File: config.mk
export PLATFORM = sky130hd
export DESIGN_NAME = mio_port_block
export DESIGN_NICKNAME = d
export VERILOG_FILES = /design/src/design/mio_pkg.sv /design/src/design/mio_pin_sync.sv /design/src/design/mio_port_block.sv
export SDC_FILE = /design/constraint.sdc
export NUM_CORES = 1
export LEC_CHECK = 0
export BUFFER_PORTS_ARGS = -buffer_cell sky130_fd_sc_hd__buf_4
export CAP_MARGIN = 0
export CORE_AREA = 2 2 101 200
export DETAILED_ROUTE_END_ITERATION = 7
export DIE_AREA = 0 0 103 202
export HOLD_SLACK_MARGIN = 0.02
export PLACE_DENSITY = 0.71
export SLEW_MARGIN = 20
export SYNTH_ARGS = -nofsm -noshare
export SYNTH_HDL_FRONTEND = slang
export SYNTH_SLANG_ARGS = --single-unit
File: constraint.sdc
create_clock -name clk -period 4.4 [get_ports clk]
set_clock_uncertainty 0.2 [all_clocks]
set_input_delay 0.88 -clock clk [delete_from_list [all_inputs] [get_ports clk]]
set_output_delay 0.88 -clock clk [all_outputs]
set_load 0.02 [all_outputs]
File: src/design/mio_pkg.sv
// package with register map, field layout and reset values of the multifunction io port block
package mio_pkg;
  ////////////////////////////////////////////////////////////////////////////
  // register index within the port configuration block, per port
  localparam logic [3:0] MIO_REG_SAMPLE = 4'h0;
  localparam logic [3:0] MIO_REG_OUTVAL = 4'h1;
  localparam logic [3:0] MIO_REG_OEN    = 4'h2;
  localparam logic [3:0] MIO_REG_DRIVE  = 4'h3;
  // port select field of the register address
  localparam logic [1:0] MIO_PORT_ONE   = 2'h0;
  localparam logic [1:0] MIO_PORT_TWO   = 2'h1;
  localparam logic [1:0] MIO_PORT_THREE = 2'h2;
  // address layout: addr[5:4] port, addr[3:0] register
  localparam int MIO_ADDR_W        = 6;
  localparam int MIO_PORT_LSB      = 4;
  // port widths
  localparam int MIO_WIDE_W        = 8;
  localparam int MIO_NARROW_W      = 3;
  // reset value of every configuration register
  localparam logic [7:0] MIO_CFG_RESET = 8'h00;
  // first port drive-select split: low nibble slew, high nibble open drain
  localparam logic [7:0] MIO_ONE_SLEW_MASK = 8'h0F;
  localparam logic [7:0] MIO_ONE_OD_MASK   = 8'hF0;
  // third port implemented bit mask
  localparam logic [7:0] MIO_THREE_MASK    = 8'h07;
  // third port pin roles
  localparam int MIO_CLK_PIN       = 1;
  localparam int MIO_SEL_PIN       = 2;
endpackage : mio_pkg

File: src/design/mio_pin_sync.sv
// three-stage synchroniser for a group of pin inputs, change taken when stages two and three agree
`timescale 1ns/1ps
`default_nettype none
module mio_pin_sync #(
  parameter int W = 8
) (
  // clock and reset
  input  wire logic         clk,
  input  wire logic         rst,
  // raw pins and filtered level
  input  wire logic [W-1:0] pin_raw,
  output logic      [W-1:0] pin_level
);
  logic [W-1:0] stage1;
  logic [W-1:0] stage2;
  logic [W-1:0] stage3;

  ////////////////////////////////////////////////////////////////////////////
  // shift chain; stage1 feeds stage2 only
  always_ff @(posedge clk) begin
    if (rst) begin
      stage1 <= '0;
      stage2 <= '0;
      stage3 <= '0;
    end else begin
      stage1 <= pin_raw;
      stage2 <= stage1;
      stage3 <= stage2;
    end
  end

  // accept a bit change once two later stages agree
  always_ff @(posedge clk) begin
    if (rst) begin
      pin_level <= '0;
    end else begin
      pin_level <= (stage2 & stage3) | (pin_level & (stage2 | stage3));
    end
  end
endmodule : mio_pin_sync
`default_nettype wire

File: src/design/mio_port_block.sv
// top of the multifunction io port block: host registers, pin muxing and logic-array routing
//
// Behaviour
// - sample register reads the real level on each pin, whoever drives it
// - bit n of each port register maps to pin n of that port
// - sample registers are readable anytime and ignore writes
// - output-value register is read/write; readback returns last value written; third port keeps only bits 2..0 of it
// - software output drives pin low for 0 and high for 1
// - logic-driven pins ignore the output-value register; logic output overrides
// - without product term, direction 1 means output and 0 means input
// - with product term, pin is output if direction or term is one
// - third port direction register holds only three low bits
// - open-drain select 1 drives low and releases high; 0 is push-pull
// - slew select 1 gives fast slew, 0 standard slew by default
// - first port: drive bits 3..0 slew, bits 7..4 open drain
// - second port: every drive bit selects open drain, no slew control
// - third port: drive bits 2..0 fast slew, bits 7..3 not applicable
// - first port takes either macrocell group; second port only shared group
// - wide ports enter the array via input cells; third port directly
// - second port can be handed over to the boundary-scan programming port
// - third port middle pin can clock the output cell flip-flops
// - third port top pin high disables flash and puts it in standby
// - three external selects on third port, one term each, selectable polarity
// - external select driver enabled by its product term or direction bit
// - registers are reached by ordinary host read and write cycles
`timescale 1ns/1ps
`default_nettype none
module mio_port_block
  import mio_pkg::*;
(
  // clock and reset
  input  wire logic                    clk,
  input  wire logic                    rst,
  // host register port
  input  wire logic                    reg_sel,
  input  wire logic                    reg_wr,
  input  wire logic [MIO_ADDR_W-1:0]   reg_addr,
  input  wire logic [7:0]              reg_wdata,
  output logic      [7:0]              reg_rdata,
  // first 8-bit port pins
  input  wire logic [MIO_WIDE_W-1:0]   one_pin_in,
  output logic      [MIO_WIDE_W-1:0]   one_pin_out,
  output logic      [MIO_WIDE_W-1:0]   one_pin_oe,
  output logic      [MIO_WIDE_W-1:0]   one_pin_fast,
  // second 8-bit port pins
  input  wire logic [MIO_WIDE_W-1:0]   two_pin_in,
  output logic      [MIO_WIDE_W-1:0]   two_pin_out,
  output logic      [MIO_WIDE_W-1:0]   two_pin_oe,
  // third 3-bit port pins
  input  wire logic [MIO_NARROW_W-1:0] three_pin_in,
  output logic      [MIO_NARROW_W-1:0] three_pin_out,
  output logic      [MIO_NARROW_W-1:0] three_pin_oe,
  output logic      [MIO_NARROW_W-1:0] three_pin_fast,
  // programmable logic configuration
  input  wire logic [MIO_WIDE_W-1:0]   one_logic_owned,
  input  wire logic [MIO_WIDE_W-1:0]   one_use_shared,
  input  wire logic [MIO_WIDE_W-1:0]   two_logic_owned,
  input  wire logic [MIO_NARROW_W-1:0] three_select_owned,
  input  wire logic [MIO_NARROW_W-1:0] select_active_low,
  input  wire logic                    scan_port_enable,
  input  wire logic                    clock_pin_assign,
  input  wire logic                    select_pin_assign,
  // programmable logic array signals
  input  wire logic [MIO_WIDE_W-1:0]   port_one_macrocell_group,
  input  wire logic [MIO_WIDE_W-1:0]   shared_macrocell_group,
  input  wire logic [MIO_WIDE_W-1:0]   one_oe_term,
  input  wire logic [MIO_WIDE_W-1:0]   two_oe_term,
  input  wire logic [MIO_NARROW_W-1:0] three_oe_term,
  input  wire logic [MIO_NARROW_W-1:0] select_term,
  output logic      [MIO_WIDE_W-1:0]   one_input_cell,
  output logic      [MIO_WIDE_W-1:0]   two_input_cell,
  output logic      [MIO_NARROW_W-1:0] three_array_in,
  // boundary-scan programming port
  input  wire logic [MIO_WIDE_W-1:0]   scan_pin_out,
  input  wire logic [MIO_WIDE_W-1:0]   scan_pin_oe,
  output logic      [MIO_WIDE_W-1:0]   scan_pin_in,
  // dedicated functions of the third port
  output logic                         logic_clock_input,
  output logic                         flash_standby
);
  ////////////////////////////////////////////////////////////////////////////
  // declarations
  logic [7:0] one_outval;
  logic [7:0] one_dir;
  logic [7:0] one_drive;
  logic [7:0] two_outval;
  logic [7:0] two_dir;
  logic [7:0] two_drive;
  logic [7:0] three_outval;
  logic [7:0] three_dir;
  logic [7:0] three_drive;
  logic [MIO_WIDE_W-1:0]   one_level;
  logic [MIO_WIDE_W-1:0]   two_level;
  logic [MIO_NARROW_W-1:0] three_level;
  logic [1:0] acc_port;
  logic [3:0] acc_reg;
  logic       wr_en;
  logic [MIO_WIDE_W-1:0]   one_data;
  logic [MIO_WIDE_W-1:0]   one_en;
  logic [MIO_WIDE_W-1:0]   one_od;
  logic [MIO_WIDE_W-1:0]   two_data;
  logic [MIO_WIDE_W-1:0]   two_en;
  logic [MIO_NARROW_W-1:0] three_data;
  logic [MIO_NARROW_W-1:0] three_en;
  logic [MIO_NARROW_W-1:0] select_value;

  ////////////////////////////////////////////////////////////////////////////
  // pin synchronisers, one per port
  mio_pin_sync #(.W(MIO_WIDE_W)) u_sync_one (
    .clk       (clk),
    .rst       (rst),
    .pin_raw   (one_pin_in),
    .pin_level (one_level)
  );

  mio_pin_sync #(.W(MIO_WIDE_W)) u_sync_two (
    .clk       (clk),
    .rst       (rst),
    .pin_raw   (two_pin_in),
    .pin_level (two_level)
  );

  mio_pin_sync #(.W(MIO_NARROW_W)) u_sync_three (
    .clk       (clk),
    .rst       (rst),
    .pin_raw   (three_pin_in),
    .pin_level (three_level)
  );

  ////////////////////////////////////////////////////////////////////////////
  // address decode
  assign acc_port = reg_addr[MIO_ADDR_W-1:MIO_PORT_LSB];
  assign acc_reg  = reg_addr[MIO_PORT_LSB-1:0];
  assign wr_en    = reg_sel & reg_wr;

  // first port register writes
  always_ff @(posedge clk) begin
    if (rst) begin
      one_outval <= MIO_CFG_RESET;
      one_dir    <= MIO_CFG_RESET;
      one_drive  <= MIO_CFG_RESET;
    end else if (wr_en && acc_port == MIO_PORT_ONE) begin
      case (acc_reg)
        MIO_REG_OUTVAL: one_outval <= reg_wdata;
        MIO_REG_OEN:    one_dir    <= reg_wdata;
        MIO_REG_DRIVE:  one_drive  <= reg_wdata;
        default: ;
      endcase
    end
  end

  // second port register writes
  always_ff @(posedge clk) begin
    if (rst) begin
      two_outval <= MIO_CFG_RESET;
      two_dir    <= MIO_CFG_RESET;
      two_drive  <= MIO_CFG_RESET;
    end else if (wr_en && acc_port == MIO_PORT_TWO) begin
      case (acc_reg)
        MIO_REG_OUTVAL: two_outval <= reg_wdata;
        MIO_REG_OEN:    two_dir    <= reg_wdata;
        MIO_REG_DRIVE:  two_drive  <= reg_wdata;
        default: ;
      endcase
    end
  end

  // third port register writes, only three low bits kept
  always_ff @(posedge clk) begin
    if (rst) begin
      three_outval <= MIO_CFG_RESET;
      three_dir    <= MIO_CFG_RESET;
      three_drive  <= MIO_CFG_RESET;
    end else if (wr_en && acc_port == MIO_PORT_THREE) begin
      case (acc_reg)
        MIO_REG_OUTVAL: three_outval <= reg_wdata & MIO_THREE_MASK;
        MIO_REG_OEN:    three_dir    <= reg_wdata & MIO_THREE_MASK;
        MIO_REG_DRIVE:  three_drive  <= reg_wdata & MIO_THREE_MASK;
        default: ;
      endcase
    end
  end

  ////////////////////////////////////////////////////////////////////////////
  // read mux, combinational so data comes back in the access cycle
  always_comb begin
    reg_rdata = 8'h00;
    if (reg_sel && !reg_wr) begin
      case (acc_port)
        MIO_PORT_ONE: begin
          case (acc_reg)
            MIO_REG_SAMPLE: reg_rdata = one_level;
            MIO_REG_OUTVAL: reg_rdata = one_outval;
            MIO_REG_OEN:    reg_rdata = one_dir;
            MIO_REG_DRIVE:  reg_rdata = one_drive;
            default:        reg_rdata = 8'h00;
          endcase
        end
        MIO_PORT_TWO: begin
          case (acc_reg)
            MIO_REG_SAMPLE: reg_rdata = two_level;
            MIO_REG_OUTVAL: reg_rdata = two_outval;
            MIO_REG_OEN:    reg_rdata = two_dir;
            MIO_REG_DRIVE:  reg_rdata = two_drive;
            default:        reg_rdata = 8'h00;
          endcase
        end
        MIO_PORT_THREE: begin
          case (acc_reg)
            MIO_REG_SAMPLE: reg_rdata = {5'h00, three_level};
            MIO_REG_OUTVAL: reg_rdata = three_outval;
            MIO_REG_OEN:    reg_rdata = three_dir;
            MIO_REG_DRIVE:  reg_rdata = three_drive;
            default:        reg_rdata = 8'h00;
          endcase
        end
        default: reg_rdata = 8'h00;
      endcase
    end
  end

  ////////////////////////////////////////////////////////////////////////////
  // first port: data source, enable and drive style, per bit
  assign one_data = one_logic_owned & (one_use_shared & shared_macrocell_group
                  | ~one_use_shared & port_one_macrocell_group)
                  | ~one_logic_owned & one_outval;
  assign one_en   = one_dir | one_oe_term;
  assign one_od   = one_drive & MIO_ONE_OD_MASK;

  // open drain releases the pin for a high
  always_ff @(posedge clk) begin
    if (rst) begin
      one_pin_out  <= '0;
      one_pin_oe   <= '0;
      one_pin_fast <= '0;
    end else begin
      one_pin_out  <= one_data & ~one_od;
      one_pin_oe   <= one_en & ~(one_od & one_data);
      one_pin_fast <= one_drive & MIO_ONE_SLEW_MASK;
    end
  end

  ////////////////////////////////////////////////////////////////////////////
  // second port: shared group only, all open-drain capable, scan takeover
  assign two_data = two_logic_owned & shared_macrocell_group | ~two_logic_owned & two_outval;
  assign two_en   = two_dir | two_oe_term;

  always_ff @(posedge clk) begin
    if (rst) begin
      two_pin_out <= '0;
      two_pin_oe  <= '0;
    end else if (scan_port_enable) begin
      two_pin_out <= scan_pin_out;
      two_pin_oe  <= scan_pin_oe;
    end else begin
      two_pin_out <= two_data & ~two_drive;
      two_pin_oe  <= two_en & ~(two_drive & two_data);
    end
  end

  ////////////////////////////////////////////////////////////////////////////
  // third port: external selects with polarity, else software value
  assign select_value = select_term ^ select_active_low;
  assign three_data   = three_select_owned & select_value | ~three_select_owned & three_outval[2:0];
  assign three_en     = three_dir[2:0] | three_oe_term;

  always_ff @(posedge clk) begin
    if (rst) begin
      three_pin_out  <= '0;
      three_pin_oe   <= '0;
      three_pin_fast <= '0;
    end else begin
      three_pin_out  <= three_data;
      three_pin_oe   <= three_en;
      three_pin_fast <= three_drive[2:0];
    end
  end

  ////////////////////////////////////////////////////////////////////////////
  // routing into the logic array and dedicated third-port functions
  always_ff @(posedge clk) begin
    if (rst) begin
      one_input_cell    <= '0;
      two_input_cell    <= '0;
      three_array_in    <= '0;
      scan_pin_in       <= '0;
      logic_clock_input <= 1'b0;
      flash_standby     <= 1'b0;
    end else begin
      one_input_cell    <= one_level;
      two_input_cell    <= scan_port_enable ? '0 : two_level;
      three_array_in    <= three_level;
      scan_pin_in       <= scan_port_enable ? two_level : '0;
      logic_clock_input <= clock_pin_assign & three_level[MIO_CLK_PIN];
      flash_standby     <= select_pin_assign & three_level[MIO_SEL_PIN];
    end
  end
endmodule : mio_port_block
`default_nettype wire

== Word-level counts from Yosys, hierarchy flattened ==
Cells that the tools add are included.

* Equality and inequality tests: 5
* Mux-type cells: 7
* Bitwise gates (word level): 46
* Reductions and logical operators: 18

{| class="wikitable"
|+ Operators with widths
! operator !! count
|-
| $and 8x8->8 || 16
|-
| $or 8x8->8 || 9
|-
| $pmux 8 s4 || 2
|-
| $not 8->8 || 7
|-
| $mux 8 || 3
|-
| $pmux 8 s3 || 1
|-
| $reduce_and 2->1 || 9
|-
| $and 3x3->3 || 4
|-
| $or 3x3->3 || 4
|-
| $pmux 3 s4 || 1
|-
| $eq 4x2->1 const B || 2
|-
| $eq 4x1->1 const B || 1
|-
| $logic_and 1x1->1 || 4
|-
| $logic_not 4->1 || 1
|-
| $reduce_or 2->1 || 2
|-
| $and 1x1->1 || 3
|-
| $not 3->3 || 1
|-
| $xor 3x3->3 || 1
|-
| $eq 2x1->1 const B || 1
|-
| $eq 2x2->1 const B || 1
|-
| $logic_not 2->1 || 1
|-
| $logic_not 1->1 || 1
|-
| $not 1->1 || 1
|}

* Register bits after elaboration: 211
* Bits of input ports: 124
* Output and inout bits: 86
* Logic and storage cells: 112

== Depth between registers and ports, before layout ==
Gate-level depths: netlist of the first run.

* Word-level depth: 8
* Mapped depth: 5
* Gate-level depth less buffers: 3

== Cells and area by module ==
Synthesis of the first run repeated with hierarchy kept, for this count alone.

* Cell total of the unflattened synthesis: 781
* Area total of the unflattened synthesis: 7723.7 um^2

{| class="wikitable"
|+ Modules (own cells, without submodules)
! module !! instances !! cells each !! area an instance (um^2) !! sequential area each (um^2)
|-
| mio_port_block || 1 || 584 || 5494.0 || 2622.5
|-
| mio_pin_sync at u_sync_one ... || 2 || 83 || 923.4 || 640.6
|-
| mio_pin_sync at u_sync_three || 1 || 31 || 382.9 || 240.2
|}

== Worst setup path after synthesis of the first run ==
OpenSTA, ideal clock, no wires.

* Kind: input-to-output
* Start point: input reg_addr[3]
* End point: output reg_rdata[3]
* Arrival time: 2.035 ns
* Required time: 3.320 ns
* Path slack: 1.285 ns
* Cell stages on the path: 3
* Buffers on the path: 0
* Cell sequence: or4b_1 > or2_1 > nor2_1

* Cells in the longest elaborated chain, start to end: 4
* Elaborated cells between the ends (all ways): 8
* Those cells by class: 3 x eq/ne; 4 x mux; 1 x reduce/logical

{| class="wikitable"
|+ RTL lines
! element !! line !! text
|-
| from (decl) || mio_port_block.sv:37 || <nowiki>input wire logic [MIO_ADDR_W-1:0] reg_addr,</nowiki>
|-
| $eq 4x2->1, or another cell as far along || mio_port_block.sv:191, mio_port_block.sv:200 ||
|-
| $pmux 8 s4, on equally long branches || mio_port_block.sv:200, mio_port_block.sv:191 ||
|-
| $pmux 8 s3 (*) || mio_port_block.sv:189 || <nowiki>case (acc_port)</nowiki>
|-
| $mux 8 (*) || mio_port_block.sv:188 || <nowiki>if (reg_sel && !reg_wr) begin</nowiki>
|-
| to (decl) || mio_port_block.sv:39 || <nowiki>output logic [7:0] reg_rdata,</nowiki>
|}

Mark *: on every way between the ends. The rest lies on a longest branch, timed or not.

== Worst setup path in the final report of the first run ==
* Start point: input reg_addr[3]
* End point: output reg_rdata[7]

Same word-level chain as after synthesis.

==> key figures, run 1 <==
Run status
  – Status: complete, no violations

Yosys
  – Distinct cell type count after synthesis: 30
  – Adder-Cell Fraction of Synth Area: 0%
  – Post-synthesis mux area share: 8.43%
  – Synth Cell Area: 0.00757 mm2
  – Synth async-reset ratio: 0%
  – Post-Synth XOR/XNOR Area: 0.347%
  – Seq cells post-synth: 207
  – Post-Synth Simple-Gate Area: 19.0%
  – Post-synthesis sequential area ratio: 54.7%
  – Post-synth top area share: 54.7%
  – Main combinational cell family by area after synthesis: simple AND/OR/NAND/NOR gates
  – Syn Area/Cell: 9.89 um2
  – Number of warnings issued by yosys: 0
  – Top_reg_cell synth: dfxtp_1
  – EDFF count, synth: 0
  – Compound-gate portion of the synthesized area: 13.3%
  – Top post-synthesis cells by area: dfxtp_1 (55%), nor2b_1 (6.4%), a21oi_1 (6.0%), mux4_2 (5.7%), nand3_1 (3.8%)
  – Post-Synthesis Cells: 766
  – Cell taking the most area after synthesis: dfxtp_1

Floorplanning
  – Core area: 0.0193 mm2
  – Die W: 103 um
  – Die Ht: 202 um
  – I/O pin cnt: 210
  – Initial Util: 39.3%
  – Std cell rows: 72
  – Die area: 0.0208 mm2

Clock network
  – Post CTS Setup Buffer Count: 0
  – CTS buffer count: 20
  – H-tree level count: 1
  – Clock buffer depth: 3
  – TritonCTS clock tree: yes
  – Root Buffer: clkbuf_16
  – Clk Latency, worst-skew pair: 0.49 ns
  – Cts hold-fix bufs: 0
  – CTS Sinks: 207
  – Clk pin slew, worst setup/hold paths: 0.06 ns
  – CTS resizes: 0

Pwr
  – Pint: 3.20 mW
  – Clk pwr share: 45.2%
  – Flop pwr share: 47.3%
  – Sw power: 893 uW
  – Pwr/cell area: 410 mW/mm2
  – Logic pwr share: 7.5%
  – Sw Ratio: 21.8%
  – Leak Pwr: 3.99 nW
  – VDD IR max: 0.268 mV

Timing
  – Fin crit period: 3.45 ns
  – Final Max Slew Viols: 0
  – Measured slew at the worst slew-check pin: 1.08 ns
  – Sum Neg Setup Slack: 0 ns
  – Final Cycle Share: 78.4%
  – Worst hold slack: 0.237 ns
  – Final hold vios: 0
  – Max Freq: 290 MHz
  – Max_slew headroom: 27.7%
  – RSZ-0062 raised after global routing: no
  – Final Setup Violations: 0

Cells and area
  – Fraction of layout cells with a size suffix above 1: 27.9%
  – Flip-flop and latch area: 0.00414 mm2
  – Most frequent cells in the layout: buf_4 (210), dfxtp_1 (207), a21oi_1 (91), nor2b_1 (77), nand3_1 (57)
  – Area Growth Syn to Fin: 31.6%
  – Most common cell after layout, fill and taps aside: buf_4
  – Multi-input logic area: 0.00316 mm2
  – Diode count: 0
  – Fillers: 1,845
  – Final nets: 1,069

GRT
  – Largest net degree at the start of global routing: 115
  – GR Layer Usage met3: 2.56%
  – First-pass GRT wire length: 33,700 um
  – Global Route Usage Sum: 21.2%
  – Gr ovfl total: 0
  – GRT met2 Usage: 39.6%
  – Most Used Layer, Global Route: met2
  – Initial antenna violation count: 0
  – Number of global-route vias before repair: 6,099
  – Met1 usage: 23.6%

Worst hold path
  – HP Start: u_sync_three.stage1[2]
  – Worst hold path class: reg -> reg

Route
  – Drt wl/cell: 18.3 um
  – DRT Pass-1 Iters: 4
  – Remaining routing DRC violations: 0
  – Initial DRC count: 234
  – Vias/cell: 5.19
  – Final wirelength: 22,300 um
  – DR vias: 6,312
  – Final ANT Viol Nets: 0

Worst setup path
  – FF-to-FF Start: two_outval[0]
  – CP Data Required Time: 3.32 ns
  – Maximum net fanout on the critical path: 7
  – Critical R2R Capture: two_pin_out[0]
  – R2r setup slk: 3.15 ns
  – CP endpoint: reg_rdata[7]
  – Endpoint type of the worst setup path: output port
  – Crit path DAT: 2.37 ns
  – Cell count of the worst reg-to-reg path: 3
  – CP startpoint: reg_addr[3]
  – Crit path kind: in -> out
  – Setup crit start kind: input pin

Job
  – Max-cap viol count: 0

Place
  – Port Buf Inserts: 205
  – Gp weighted congestion: 0.857
  – DP HPWL: 16,000 um
stage by stage:
stage / total power [mW] / cell area (um2) / instances / worst slack [ns] / utilization, %
after detailed placement: 2.28 / 9240 / 1182 / 0.986 / 47.9
after global placement: 2.28 / 9240 / 1182 / 0.982 / 47.9
after CTS: 4.13 / 9960 / 1217 / 0.974 / 51.7
after global routing: 4.24 / 9960 / 1217 / 0.907 / 51.7
after floorplan: 2.12 / 7580 / 769 / 1.29 / -
final: 4.09 / 9960 / 1217 / 0.949 / 51.7
layer usage:
metal	routed length, um	up-vias
met4	792	0
met3	1490	50
met1	7400	2962
li1	-	3012
met2	12600	288
met5	0	-
cells in the mapped netlist (all sizes together), types with 11 or more instances:
cell,number
nand2,46
a211oi,11
nand3,57
nor2,36
mux4,19
and2,18
nor2b,78
a21oi,91
mux2i,21
o21ai,76
buf,25
clkbuf,32
dfxtp,207
power by group through the flow:
stage	combinational (mW)	sequential, mW	clock [mW]
2_1_floorplan	0.124	2.00	0
3_3_place_gp	0.304	1.97	0
3_5_place_dp	0.309	1.97	0
4_1_cts	0.310	1.93	1.88
5_1_grt	0.332	1.93	1.98
6_report	0.309	1.93	1.85
cell families after synthesis:
kind of cell / after synthesis
buf+inv: 65
mux: 40
simple gates: 261
xor+xnor: 3
other cells: 1
flops: 207
compound gates: 189
worst max-delay path, stage by stage:
cell and delay (ns):
buf_4 0.15, or4b_1 0.61, or2_1 0.37, nor2_1 0.19, buf_4 0.16
worst min path at each step:
stage	to	slack (ns)	depth (start not counted)
after detailed placement	u_sync_one.stage2[3]	0.22	1
after global placement	u_sync_three.stage2[2]	0.22	1
after floorplan	u_sync_one.stage2[0]	0.21	1
final	u_sync_three.stage2[2]	0.24	1
after global routing	u_sync_three.stage2[0]	0.25	1
after CTS	u_sync_one.stage2[3]	0.24	1
area by class of cell:
type	instances	area share, %
Sequential cell	207	41.6
Multi-Input combinational cell	497	31.7
Timing Repair Buffer	211	15.9
Clock buffer	29	6.08
Tap cell	259	3.25
Clock inverter	6	1.12
Inverter	8	0.301
Note: power is estimated with default switching activity, not from simulation.
==> run 2, diff against run 1 <==
- PLACE_DENSITY: 0.71 -> 0.73
- clock period: 4.4 -> 2.86 ns (I/O delays scaled with it)
==> key figures, run 2 (same netlist as run 1, synthesis figures left out) <==
Run status
  – Status: complete, no violations (unchanged)

Worst setup path
  – Critical R2R Capture: two_pin_out[5] (was two_pin_out[0])
  – Largest stage delay, worst path: 0.56 ns (was 0.61 ns)
  – CP Data Required Time: 2.09 ns (was 3.32 ns)
  – R2r setup slk: 1.57 ns (was 3.15 ns)
  – Crit-path most repeated cell: buf_4 (unchanged)
  – FF-to-FF Start: two_outval[5] (was two_outval[0])
  – Setup crit start kind: input pin (unchanged)
  – Crit path DAT: 2.02 ns (was 2.37 ns)
  – WP buf/inv: 2 (unchanged)
  – Endpoint type of the worst setup path: output port (unchanged)
  – Slowest CP cell: or4b_1 (unchanged)
  – Crit path max-delay family: simple AND/OR/NAND/NOR gates (unchanged)
  – Maximum net fanout on the critical path: 7 (unchanged)
  – Cell count of the worst reg-to-reg path: 3 (unchanged)
  – Crit path kind: in -> out (unchanged)
  – CP Cell Sequence: buf_4 -> or4b_1 -> or2_1 -> nor2_1 -> buf_4 (unchanged)

Clock network
  – TritonCTS clock tree: yes (unchanged)
  – Clock buffer depth: 3 (unchanged)
  – CTS buffer count: 19 (was 20)
  – CTS Sinks: 207 (unchanged)
  – Cts hold-fix bufs: 0 (unchanged)
  – Post CTS Setup Buffer Count: 0 (unchanged)
  – CTS resizes: 0 (unchanged)
  – Clk pin slew, worst setup/hold paths: 0.06 ns (about the same)
  – Root Buffer: clkbuf_16 (unchanged)
  – Clk Latency, worst-skew pair: 0.48 ns (was 0.49 ns)
  – H-tree level count: 1 (unchanged)

Route
  – Vias/cell: 5.18 (was 5.19)
  – Final ANT Viol Nets: 0 (unchanged)
  – Drt wl/cell: 17.8 um (was 18.3 um)
  – Initial DRC count: 253 (was 234)
  – Remaining routing DRC violations: 0 (unchanged)
  – Final wirelength: 21,800 um (was 22,300 um)
  – DRT Pass-1 Iters: 5 (was 4)
  – DR vias: 6,336 (was 6,312)

Timing
  – Final hold vios: 0 (unchanged)
  – Sum Neg Setup Slack: 0 ns (unchanged)
  – Fin crit period: 2.79 ns
  – Max_slew headroom: 56.6% (was 27.7%)
  – Final Cycle Share: 97.5%
  – Final Max Slew Viols: 0 (unchanged)
  – Worst hold slack: 0.0754 ns (was 0.237 ns)
  – Final Setup Violations: 0 (unchanged)
  – Max Freq: 359 MHz
  – RSZ-0062 raised after global routing: no (unchanged)
  – Final worst setup slack: 0.0724 ns (was 0.949 ns)
  – Measured slew at the worst slew-check pin: 0.651 ns (was 1.08 ns)

Worst hold path
  – Worst hold path class: in -> reg (was reg -> reg)
  – HP Start: three_select_owned[0] (was u_sync_three.stage1[2])
  – Hold path endpoint: three_pin_out[0] (was u_sync_three.stage2[2])
  – WHS Path Cells: 2 (was 1)

Floorplanning
  – Die Ht: 202 um (unchanged)
  – Core area: 0.0193 mm2 (unchanged)
  – Die area: 0.0208 mm2 (unchanged)
  – Std cell rows: 72 (unchanged)
  – I/O pin cnt: 210 (unchanged)
  – Initial Util: 39.3% (unchanged)
  – Die W: 103 um (unchanged)

Cells and area
  – Final nets: 1,078 (was 1,069)
  – Flip-flop and latch area: 0.00414 mm2 (unchanged)
  – Fraction of layout cells with a size suffix above 1: 28.5% (was 27.9%)
  – Diode count: 0 (unchanged)
  – Area Growth Syn to Fin: 31.4% (was 31.6%)
  – Multi-input logic area: 0.00316 mm2 (unchanged)
  – Fillers: 1,818 (was 1,845)
  – Most common cell after layout, fill and taps aside: buf_4 (unchanged)
  – Most frequent cells in the layout: buf_4 (219), dfxtp_1 (207), a21oi_1 (91), nor2b_1 (78), nand3_1 (57) (was buf_4 (210), dfxtp_1 (207), a21oi_1 (91), nor2b_1 (77), nand3_1 (57))

GRT
  – Largest net degree at the start of global routing: 141 (was 115)
  – Global Route Usage Sum: 20.7% (was 21.2%)
  – First-pass GRT wire length: 33,100 um (was 33,700 um)
  – Gr ovfl total: 0 (unchanged)
  – Initial antenna violation count: 0 (unchanged)
  – Number of global-route vias before repair: 6,069 (was 6,099)

Pwr
  – Leak Pwr: 4.00 nW (was 3.99 nW)
  – Pwr/cell area: 603 mW/mm2 (was 410 mW/mm2)
  – VDD IR max: 0.339 mV (was 0.268 mV)

Place
  – DP HPWL: 15,600 um (was 16,000 um)
  – Port Buf Inserts: 205 (unchanged)
  – Dpl ws: 0.0954 ns (was 0.986 ns)
  – Gp weighted congestion: 0.880 (was 0.857)

Job
  – Max-cap viol count: 0 (unchanged)
run 2: worst max path at each step:
stage                            from            to  slack (ns)  depth (start not counted)
after floorplan           reg_addr[3]  reg_rdata[3]        0.36                          3
after detailed placement  reg_addr[3]  reg_rdata[5]         0.1                          5
after global routing      reg_addr[3]  reg_rdata[5]        0.05                          5
after CTS                 reg_addr[3]  reg_rdata[5]        0.09                          5
after global placement    reg_addr[3]  reg_rdata[7]        0.17                          5
final                     reg_addr[3]  reg_rdata[5]        0.07                          5
run 2: per-layer routing:
layer | wire length, um | track usage, %
met4 | 786 | 8.36
met5 | 0 | 0
met2 | 12200 | 38.7
met1 | 7610 | 22.7
met3 | 1130 | 2.49
run 2: worst reg2reg max path, delay by kind of cell (launching register included):
kind               cells  cell delay [ns]
muxes                  1             0.15
AOI/OAI and AO/OA      1             0.15
DFF                    1             0.37
and+or+nand+nor        1             0.35
run 2: power breakdown:
| group | internal (mW) | total, mW | leakage, nW | switching [mW] |
|---|---|---|---|---|
| Clock | 1.48 | 2.55 | 0.312 | 1.06 |
| Combinational | 0.232 | 0.481 | 2.00 | 0.250 |
| Sequential | 2.95 | 2.97 | 1.69 | 0.0230 |
| Total | 4.66 | 6.00 | 4.00 | 1.34 |
run 2: metrics by stage:
stage / power, mW / utilization [%] / cells / area (um2)
after floorplan: 3.26 / - / 769 / 7580
after global placement: 3.51 / 48.4 / 1192 / 9330
after detailed placement: 3.52 / 48.4 / 1192 / 9330
after CTS: 6.06 / 51.6 / 1224 / 9950
after global routing: 6.22 / 51.6 / 1224 / 9950
final: 6.00 / 51.6 / 1224 / 9950
run 2: final cells by class:
type,count,area share (%)
inverter,8,0.302
multi-input combinational,497,31.7
sequential,207,41.6
clock inverter,8,0.968
tap,259,3.26
timing repair buffer,221,16.8
clock buffer,24,5.27
